$ cat src/shared/dag_pkg.sv
/*
 package of the descriptor address generator: address width, header
 field layout, addressing modes, data type codes and their lengths.
 assumes little-endian multi-byte fields in descriptor memory.
*/
package dag_pkg;
   localparam int ADDR_W = 24;
   localparam logic [23:0] ADDR_ZERO = 24'h000000;
   localparam logic [23:0] ADDR_ONE = 24'h000001;
   localparam logic [23:0] BASE_ENTRY_BYTES = 24'h000003;
   // header byte: check, flag, type[5:2], mode[1:0]
   localparam int HDR_CHK_BIT = 7;
   localparam int HDR_FLAG_BIT = 6;
   localparam int HDR_TYPE_HI = 5;
   localparam int HDR_TYPE_LO = 2;
   localparam int HDR_MODE_HI = 1;
   localparam int HDR_MODE_LO = 0;
   localparam logic [1:0] MODE_ATTACHED = 2'h0;
   localparam logic [1:0] MODE_SHORT = 2'h1;
   localparam logic [1:0] MODE_LONG = 2'h2;
   localparam logic [1:0] MODE_LOGICAL = 2'h3;
   localparam logic [1:0] LEN_ATTACHED = 2'h0;
   localparam logic [1:0] LEN_SHORT = 2'h1;
   localparam logic [1:0] LEN_LONG = 2'h2;
   localparam logic [1:0] LEN_LOGICAL = 2'h3;
   localparam logic [1:0] LEN_STRING = 2'h2;
   localparam logic [3:0] TYPE_ORDINAL = 4'h2;
   localparam logic [3:0] TYPE_INT4 = 4'h4;
   localparam logic [3:0] TYPE_REAL4 = 4'h6;
   localparam logic [3:0] TYPE_BCD4 = 4'h9;
   localparam logic [3:0] TYPE_STRING = 4'hb;
   localparam logic [3:0] TYPE_RECORD = 4'hc;
   localparam logic [3:0] TYPE_ARRAY = 4'hd;
   localparam logic [7:0] DLEN_ORDINAL = 8'h03;
   localparam logic [7:0] DLEN_FOUR = 8'h04;
   localparam logic [7:0] DLEN_DEFAULT = 8'h01;
   localparam logic [1:0] CNT_ZERO = 2'h0;
   localparam logic [1:0] CNT_ONE = 2'h1;
   localparam logic [7:0] BYTE_ZERO = 8'h00;
   localparam logic [15:0] HALF_ZERO = 16'h0000;
endpackage

$ cat src/dag_mac.sv
/*
 multiply-accumulate step: result = acc + length * index, registered.
 assumes start is a one-cycle pulse; done follows one edge later.
*/
`timescale 1ns/1ps
module dag_mac
   import dag_pkg::*;
(
   input wire logic clk,
   input wire logic rst,
   input wire logic start,
   input wire logic [23:0] acc,
   input wire logic [7:0] len,
   input wire logic [7:0] idx,
   output logic [23:0] result,
   output logic done
);
   logic [23:0] result_reg;
   logic [23:0] result_next;
   logic done_reg;
   logic done_next;

   always_comb begin
      result_next = result_reg;
      done_next = start;
      if (start) begin
         // widen before multiplying: a byte-wide product would drop the upper half
         result_next = acc + {8'h00, 16'(len) * 16'(idx)};
      end
   end

   always_ff @(posedge clk or posedge rst) begin
      if (rst) begin
         result_reg <= ADDR_ZERO;
         done_reg <= 1'b0;
      end else begin
         result_reg <= result_next;
         done_reg <= done_next;
      end
   end

   assign result = result_reg;
   assign done = done_reg;

   chk_mac_sum_value: assert property (@(posedge clk) disable iff (rst)
      start |=> done && result == $past(acc) + {8'h00, 16'($past(len)) * 16'($past(idx))})
      else $error("accumulated element offset is wrong");
endmodule

$ cat src/dag_top.sv
/*
 descriptor address generator: walks array and record descriptors in
 memory, consuming index and field selection bytes from the instruction
 stream, and delivers the 24-bit logical operand address.
 assumes a byte instruction port and a byte memory read port, each with
 a level request answered by a one-cycle acknowledge.
*/
// Notes on behaviour
// - array descriptor address is primary pointer plus next instruction byte
// - following instruction bytes are indices for dimensions one, two, three
// - address sums base info plus length times index per level plus offsets
// - no trap on an index whose level does not request range checking
// - checked level traps when its index exceeds the stored maximum index
// - relative offset counts from the byte after the addressing information
// - external base: instruction ordinal selects base page entry holding descriptor address
// - record descriptor is header, addressing information, then field descriptors
// - logical record: three bytes after header give raw data start
// - next instruction byte plus field area start locates the field descriptor
// - short relocatable field offset byte is added to the raw data start
// - string field: two bytes after the offset give the string length
// - nested record field takes another instruction byte as field displacement
`timescale 1ns/1ps
module dag_top
   import dag_pkg::*;
(
   input wire logic CLOCK,
   input wire logic RST,
   input wire logic START,
   input wire logic EXT_BASE,
   input wire logic [23:0] PRIMARY_POINTER_REGISTER,
   input wire logic [23:0] BASE_PAGE_REGISTER,
   output logic INS_REQ,
   input wire logic INS_ACK,
   input wire logic [7:0] INS_BYTE,
   output logic MEM_REQ,
   output logic [23:0] MEM_ADDR,
   input wire logic MEM_ACK,
   input wire logic [7:0] MEM_RDATA,
   output logic BUSY,
   output logic [23:0] OPERAND_ADDR,
   output logic ADDR_VALID,
   output logic RANGE_TRAP,
   output logic [15:0] STRING_LEN
);
   typedef enum logic [3:0] {
      S_IDLE, S_GET_DISP, S_GET_ORD, S_RD_ENTRY, S_RD_HDR, S_RD_ADDR,
      S_RD_LEN, S_RD_MAX, S_GET_IDX, S_MAC, S_GET_SEL, S_RD_SLEN
   } dag_state_t;

   dag_state_t state_reg, state_next;
   logic [23:0] ptr_reg, ptr_next;
   logic [23:0] acc_reg, acc_next;
   logic [23:0] raw_reg, raw_next;
   logic [23:0] area_reg, area_next;
   logic [23:0] asm_reg, asm_next;
   logic [1:0] cnt_reg, cnt_next;
   logic [7:0] hdr_reg, hdr_next;
   logic [7:0] len_reg, len_next;
   logic [7:0] max_reg, max_next;
   logic [7:0] idx_reg, idx_next;
   logic top_reg, top_next;
   logic [23:0] out_reg, out_next;
   logic valid_reg, valid_next;
   logic trap_reg, trap_next;
   logic [15:0] slen_reg, slen_next;
   logic mac_start;
   logic mac_done;
   logic [23:0] mac_result;
   logic [23:0] asm_in;
   logic [1:0] nbytes;
   logic [23:0] ptr_after;
   logic [23:0] addr_val;
   logic [3:0] htype;

   function automatic logic [1:0] addr_bytes(input logic [1:0] mode);
      case (mode)
         MODE_LOGICAL: addr_bytes = LEN_LOGICAL;
         MODE_LONG: addr_bytes = LEN_LONG;
         MODE_SHORT: addr_bytes = LEN_SHORT;
         default: addr_bytes = LEN_ATTACHED;
      endcase
   endfunction

   function automatic logic [7:0] type_len(input logic [3:0] t);
      case (t)
         TYPE_ORDINAL: type_len = DLEN_ORDINAL;
         TYPE_INT4, TYPE_REAL4, TYPE_BCD4: type_len = DLEN_FOUR;
         default: type_len = DLEN_DEFAULT;
      endcase
   endfunction

   // little-endian byte placement; first byte clears older content
   function automatic logic [23:0] put_byte(input logic [23:0] a, input logic [1:0] c,
                                            input logic [7:0] b);
      logic [23:0] r;
      r = (c == CNT_ZERO) ? ADDR_ZERO : a;
      r[c*8 +: 8] = b;
      put_byte = r;
   endfunction

   dag_mac u_mac (
      .clk(CLOCK),
      .rst(RST),
      .start(mac_start),
      .acc(acc_reg),
      .len(len_reg),
      .idx(INS_BYTE),
      .result(mac_result),
      .done(mac_done)
   );

   always_comb begin
      htype = hdr_reg[HDR_TYPE_HI:HDR_TYPE_LO];
      nbytes = addr_bytes(hdr_reg[HDR_MODE_HI:HDR_MODE_LO]);
      asm_in = put_byte(asm_reg, cnt_reg, MEM_RDATA);
      ptr_after = MEM_ACK ? ptr_reg + ADDR_ONE : ptr_reg;
      addr_val = (nbytes == LEN_ATTACHED) ? ADDR_ZERO : asm_in;
      state_next = state_reg;
      ptr_next = ptr_reg;
      acc_next = acc_reg;
      raw_next = raw_reg;
      area_next = area_reg;
      asm_next = asm_reg;
      cnt_next = cnt_reg;
      hdr_next = hdr_reg;
      len_next = len_reg;
      max_next = max_reg;
      idx_next = idx_reg;
      top_next = top_reg;
      out_next = out_reg;
      valid_next = 1'b0;
      trap_next = 1'b0;
      slen_next = slen_reg;
      mac_start = 1'b0;
      if (MEM_REQ && MEM_ACK) begin
         asm_next = asm_in;
         ptr_next = ptr_reg + ADDR_ONE;
         cnt_next = cnt_reg + CNT_ONE;
      end
      case (state_reg)
         S_IDLE: begin
            if (START) begin
               top_next = 1'b1;
               acc_next = ADDR_ZERO;
               slen_next = HALF_ZERO;
               state_next = EXT_BASE ? S_GET_ORD : S_GET_DISP;
            end
         end
         S_GET_DISP: begin
            if (INS_ACK) begin
               ptr_next = PRIMARY_POINTER_REGISTER + {16'h0000, INS_BYTE};
               state_next = S_RD_HDR;
            end
         end
         S_GET_ORD: begin
            if (INS_ACK) begin
               ptr_next = BASE_PAGE_REGISTER + 24'({16'h0000, INS_BYTE} * BASE_ENTRY_BYTES);
               cnt_next = CNT_ZERO;
               state_next = S_RD_ENTRY;
            end
         end
         S_RD_ENTRY: begin
            if (MEM_ACK && cnt_reg == LEN_LOGICAL - CNT_ONE) begin
               ptr_next = asm_in;
               cnt_next = CNT_ZERO;
               state_next = S_RD_HDR;
            end
         end
         S_RD_HDR: begin
            if (MEM_ACK) begin
               hdr_next = MEM_RDATA;
               cnt_next = CNT_ZERO;
               state_next = S_RD_ADDR;
            end
         end
         S_RD_ADDR: begin
            if (nbytes == LEN_ATTACHED || (MEM_ACK && cnt_reg == nbytes - CNT_ONE)) begin
               cnt_next = CNT_ZERO;
               top_next = 1'b0;
               if (hdr_reg[HDR_MODE_HI:HDR_MODE_LO] == MODE_LOGICAL) begin
                  acc_next = addr_val;
               end else if (top_reg) begin
                  acc_next = ptr_after + addr_val;
               end else begin
                  acc_next = acc_reg + addr_val;
               end
               if (hdr_reg[HDR_FLAG_BIT]) begin
                  len_next = type_len(htype);
                  state_next = hdr_reg[HDR_CHK_BIT] ? S_RD_MAX : S_GET_IDX;
               end else if (htype == TYPE_ARRAY) begin
                  state_next = S_RD_LEN;
               end else if (htype == TYPE_RECORD) begin
                  area_next = ptr_after;
                  state_next = S_GET_SEL;
               end else if (htype == TYPE_STRING) begin
                  state_next = S_RD_SLEN;
               end else begin
                  state_next = S_IDLE;
               end
               if (state_next == S_IDLE) begin
                  valid_next = 1'b1;
               end
               if (htype == TYPE_RECORD) begin
                  raw_next = acc_next;
               end
               out_next = acc_next;
            end
         end
         S_RD_LEN: begin
            if (MEM_ACK) begin
               len_next = MEM_RDATA;
               state_next = hdr_reg[HDR_CHK_BIT] ? S_RD_MAX : S_GET_IDX;
            end
         end
         S_RD_MAX: begin
            if (MEM_ACK) begin
               max_next = MEM_RDATA;
               state_next = S_GET_IDX;
            end
         end
         S_GET_IDX: begin
            if (INS_ACK) begin
               idx_next = INS_BYTE;
               if (hdr_reg[HDR_CHK_BIT] && INS_BYTE > max_reg) begin
                  trap_next = 1'b1;
                  state_next = S_IDLE;
               end else begin
                  mac_start = 1'b1;
                  state_next = S_MAC;
               end
            end
         end
         S_MAC: begin
            if (mac_done) begin
               acc_next = mac_result;
               if (hdr_reg[HDR_FLAG_BIT]) begin
                  out_next = mac_result;
                  valid_next = 1'b1;
                  state_next = S_IDLE;
               end else begin
                  state_next = S_RD_HDR;
               end
            end
         end
         S_GET_SEL: begin
            if (INS_ACK) begin
               ptr_next = area_reg + {16'h0000, INS_BYTE};
               acc_next = raw_reg;
               state_next = S_RD_HDR;
            end
         end
         S_RD_SLEN: begin
            if (MEM_ACK && cnt_reg == LEN_STRING - CNT_ONE) begin
               slen_next = asm_in[15:0];
               valid_next = 1'b1;
               state_next = S_IDLE;
            end
         end
         default: state_next = S_IDLE;
      endcase
   end

   always_ff @(posedge CLOCK or posedge RST) begin
      if (RST) begin
         state_reg <= S_IDLE;
         ptr_reg <= ADDR_ZERO;
         acc_reg <= ADDR_ZERO;
         raw_reg <= ADDR_ZERO;
         area_reg <= ADDR_ZERO;
         asm_reg <= ADDR_ZERO;
         cnt_reg <= CNT_ZERO;
         hdr_reg <= BYTE_ZERO;
         len_reg <= BYTE_ZERO;
         max_reg <= BYTE_ZERO;
         idx_reg <= BYTE_ZERO;
         top_reg <= 1'b0;
         out_reg <= ADDR_ZERO;
         valid_reg <= 1'b0;
         trap_reg <= 1'b0;
         slen_reg <= HALF_ZERO;
      end else begin
         state_reg <= state_next;
         ptr_reg <= ptr_next;
         acc_reg <= acc_next;
         raw_reg <= raw_next;
         area_reg <= area_next;
         asm_reg <= asm_next;
         cnt_reg <= cnt_next;
         hdr_reg <= hdr_next;
         len_reg <= len_next;
         max_reg <= max_next;
         idx_reg <= idx_next;
         top_reg <= top_next;
         out_reg <= out_next;
         valid_reg <= valid_next;
         trap_reg <= trap_next;
         slen_reg <= slen_next;
      end
   end

   assign INS_REQ = state_reg == S_GET_DISP || state_reg == S_GET_ORD ||
                    state_reg == S_GET_IDX || state_reg == S_GET_SEL;
   assign MEM_REQ = state_reg == S_RD_ENTRY || state_reg == S_RD_HDR ||
                    state_reg == S_RD_LEN || state_reg == S_RD_MAX || state_reg == S_RD_SLEN ||
                    (state_reg == S_RD_ADDR && nbytes != LEN_ATTACHED);
   assign MEM_ADDR = ptr_reg;
   assign BUSY = state_reg != S_IDLE;
   assign OPERAND_ADDR = out_reg;
   assign ADDR_VALID = valid_reg;
   assign RANGE_TRAP = trap_reg;
   assign STRING_LEN = slen_reg;

   chk_desc_addr_sum: assert property (@(posedge CLOCK) disable iff (RST)
      state_reg == S_GET_DISP && INS_ACK
      |=> ptr_reg == $past(PRIMARY_POINTER_REGISTER) + {16'h0000, $past(INS_BYTE)})
      else $error("descriptor address is not pointer plus displacement");
   chk_index_to_mac: assert property (@(posedge CLOCK) disable iff (RST)
      state_reg == S_GET_IDX && INS_ACK && !RANGE_TRAP ##1 !trap_reg
      |-> idx_reg == $past(INS_BYTE) && mac_done)
      else $error("index byte not carried into the sum");
   chk_no_trap_unchecked: assert property (@(posedge CLOCK) disable iff (RST)
      state_reg == S_GET_IDX && INS_ACK && !hdr_reg[HDR_CHK_BIT] |=> !RANGE_TRAP)
      else $error("trap raised on an unchecked index");
   chk_trap_over_max: assert property (@(posedge CLOCK) disable iff (RST)
      state_reg == S_GET_IDX && INS_ACK && hdr_reg[HDR_CHK_BIT] && INS_BYTE > max_reg
      |=> RANGE_TRAP && state_reg == S_IDLE)
      else $error("index above maximum did not trap");
   chk_base_entry: assert property (@(posedge CLOCK) disable iff (RST)
      state_reg == S_GET_ORD && INS_ACK |=> state_reg == S_RD_ENTRY &&
      ptr_reg == $past(BASE_PAGE_REGISTER) + 24'({16'h0000, $past(INS_BYTE)} * BASE_ENTRY_BYTES))
      else $error("base page entry address wrong");
   chk_field_select: assert property (@(posedge CLOCK) disable iff (RST)
      state_reg == S_GET_SEL && INS_ACK
      |=> ptr_reg == $past(area_reg) + {16'h0000, $past(INS_BYTE)} && acc_reg == raw_reg)
      else $error("field descriptor address wrong");
   chk_string_length: assert property (@(posedge CLOCK) disable iff (RST)
      state_reg == S_RD_SLEN && MEM_ACK && cnt_reg == CNT_ONE
      |=> ADDR_VALID && STRING_LEN[15:8] == $past(MEM_RDATA))
      else $error("string length not taken from field descriptor");
   chk_valid_pulse: assert property (@(posedge CLOCK) disable iff (RST)
      ADDR_VALID |-> state_reg == S_IDLE ##1 !ADDR_VALID)
      else $error("operand address strobe longer than one cycle");
endmodule

$ cat config.mk
export PLATFORM = sky130hd
export DESIGN_NAME = dag_top
export DESIGN_NICKNAME = d
export VERILOG_FILES = /design/src/shared/dag_pkg.sv /design/src/dag_mac.sv /design/src/dag_top.sv
export SDC_FILE = /design/constraint.sdc
export NUM_CORES = 1
export LEC_CHECK = 0
export ABC_CLOCK_PERIOD_IN_PS = 23200
export BUFFER_PORTS_ARGS = -buffer_cell sky130_fd_sc_hd__buf_2
export CAP_MARGIN = 40
export CORE_ASPECT_RATIO = 1.5
export CORE_MARGIN = 10
export CORE_UTILIZATION = 60
export DETAILED_ROUTE_END_ITERATION = 16
export PLACE_DENSITY = 0.78
export SLEW_MARGIN = 20
export SYNTH_ARGS = -nofsm -noshare
export SYNTH_HDL_FRONTEND = slang
export SYNTH_SLANG_ARGS = --single-unit
$ cat constraint.sdc
create_clock -name CLOCK -period 23.2 [get_ports CLOCK]
set_input_delay 5.8 -clock CLOCK [delete_from_list [all_inputs] [get_ports CLOCK]]
set_output_delay 5.8 -clock CLOCK [all_outputs]
set_load 0.02 [all_outputs]
==> results.yml <==
sta:
  period_share_pct: 45.1
  setup_tns_ns: 0
  slew_headroom_pct: 34.6
  hold_violations: 0
  rsz0062_at_grt: "no"
  fin_crit_ns: 10.47
  fmax_ghz: 0.0955
  setup_ws_ns: 12.73
  worst_slew_pin_slew_ns: 0.981
  hold_ws_ns: 0.475
  setup_viol: 0
  skew_ns: 0.0272
  maxSlewViolCount: 0
pwr:
  total_power_mw: 2.63
  power_density_nw_per_um2: 134
  leakagePower_nw: 9.12
  irDropWorstVdd_mv: 0.0950
yosys:
  ys.flop_type: "dfrtp_1"
  synthSimpleGateAreaFrac_pct: 19.1
  ys_seq_area_share_pct: 30.9
  avgSynthCellArea_um2: 8.31
  synth_edf_count: 0
  synth-xor-area-share_pct: 6.70
  ys_async_sr_fraction_pct: 100
  synth_nets: 2364
  synth_top_family_by_area: "compound AO/OA/AOI/OAI gates"
  ys_warn_count: 0
  synth.distinct_cells: 80
  ys_ff_latch: 218
  synth_area_um2: 17700
  synth_compound_area_share_pct: 21.0
  post_synth_inst_count: 2126
  synthAdderAreaFrac_pct: 14.5
  synthMuxAreaShare_pct: 2.11
placement:
  hpwl_um: 47500
  io_buffers: 138
  dp_slack_ns: 12.26
  place.gp.congestion: 1.00
critical_path:
  cp_max_fo: 13
  cp.arrival_ns: 10.88
  path_class: "in2reg"
  start_kind: "input port"
  end_kind: "register"
  reg2reg_slack_ns: 17.63
  crit_required_ns: 23.61
final_layout:
  final_util_pct: 67.8
  fill_cells: 2460
  mostFrequentLayoutCells: "nand2_1 (263), dfrtp_1 (218), nor2_1 (192)"
  final_common_cell: "nand2_1"
  final_layout_size_suffix_gt1_share_pct: 11.7
  areaGrowthSynthToFinish_pct: 11.0
  fin_nets: 2454
  n_antenna_cell: 0
die:
  fp.dieH_um: 230
  die_x_um: 160
  start_util_pct: 61.1
  die_area_um2: 36800
  io_pins: 139
  placementRows: 76
  core_area_um2: 28900
cts:
  post_cts_resized: 0
  cts_setup_buffers: 0
  cts_buffers: 23
  cts.sinks: 218
  htreeDepth: 1
  cts-root-buf: "clkbuf_16"
  cts_hold_buf: 0
  clockBufferDepth: 3
  worstSkewPairLatency_ns: 0.55
  tritoncts: "built"
  path_clk_slew_ns: 0.06
run_status:
  status: "finished, final reports clean"
min_path:
  hp-class: "reg2reg"
detailed_routing:
  drt_iter0_drc: 1664
  ant_nets: 0
  dr.pass1.iters: 7
  vias_per_cell: 6.41
  wl_per_cell_um: 23.7
  vias: 16800
  drcViolationCount: 0
  wirelength_um: 62100
global_routing:
  busiest_layer: "met2"
  grtUsageTotal_pct: 32.8
  use_met3_pct: 5.17
  grt_max_degree: 100
  grt_pass1_vias: 16900
  grt_use_met2_pct: 56.0
  grt_pass1_wl_um: 96100
  grt.overflow.total: 0
  antenna_found_initial: 0
  use_met1_pct: 37.2
run:
  max_cap_violations: 0
==> kinds of logic after synthesis <==
| logic type | after synthesis |
|---|---|
| fa+ha+maj | 168 |
| buf+inv | 260 |
| mux | 34 |
| simple gates | 730 |
| xor+xnor | 135 |
| compound gates | 581 |
| flops | 218 |
==> layer usage <==
layer  wire length [µm]  vias to the layer above
met3               4860                      239
met5                  0                        -
met4               4570                        0
li1                   -                     7626
met1              22500                     8039
met2              30200                      886
==> synth_stat cells (19+ instances only) <==
| library cell | number | area [µm²] |
|---|---|---|
| o21ai_0 | 167 | 836 |
| dfrtp_1 | 218 | 5460 |
| nor2_1 | 193 | 724 |
| nor3_1 | 46 | 230 |
| o22ai_1 | 24 | 150 |
| a22oi_1 | 23 | 173 |
| nand2b_1 | 21 | 131 |
| xnor2_1 | 68 | 596 |
| and3_1 | 30 | 188 |
| nand3_1 | 58 | 290 |
| o31ai_1 | 22 | 165 |
| and2_1 | 38 | 238 |
| clkbuf_1 | 86 | 323 |
| xor2_1 | 67 | 587 |
| ha_1 | 107 | 1340 |
| a21o_1 | 40 | 300 |
| nand2_1 | 263 | 987 |
| mux2_2 | 26 | 293 |
| a21oi_1 | 142 | 711 |
| a31oi_1 | 19 | 119 |
| fa_1 | 61 | 1220 |
| inv_1 | 151 | 567 |
==> per-stage QoR <==
step	cell area, µm²	cells
after detailed placement	18700	2576
after global placement	18600	2570
after CTS	19500	2616
after global routing	19600	2621
after floorplan	17700	2126
final	19600	2621
==> critical path, cell delays in order <==
cell,delay [ns]
buf_2,0.35
nand2_1,0.14
fa_1,0.54
inv_1,0.05
fa_1,0.48
fa_1,0.55
inv_1,0.06
fa_1,0.54
inv_1,0.05
ha_1,0.32
o21a_1,0.19
o21ai_0,0.21
a311oi_1,0.14
o31ai_1,0.59
o21ai_0,0.35
o21ai_0,0.28
xor2_1,0.17
o21ai_0,0.08
==> worst paths after layout <==
path,from,endpoint,depth (start not counted)
setup / recovery,INS_BYTE[4],u_mac.result[19],18
hold / removal,STRING_LEN[10],STRING_LEN[10],2
setup reg to reg,cnt_reg[0],OPERAND_ADDR[22],16
hold reg to reg,STRING_LEN[10],STRING_LEN[10],2
max in group asynchronous,RST,acc_reg[18],5
min in group asynchronous,RST,STRING_LEN[4],2
==> cell type report <==
type	count	area, µm²	area share [%]
clock inverters	14	189	0.964
well taps	390	488	2.49
multi-input cells	1648	11200	57.3
clock buffers	26	607	3.10
repair buffers	173	1050	5.36
flip-flops and latches	218	5460	27.8
inverters	152	578	2.95
==> power by group <==
part           internal [mW]  switching (mW)  leakage, nW
Clock                  0.233           0.166        0.384
Combinational          0.575           0.988         5.84
Sequential             0.502           0.165         2.90
No activity file was read; power rests on OpenSTA's default activity.
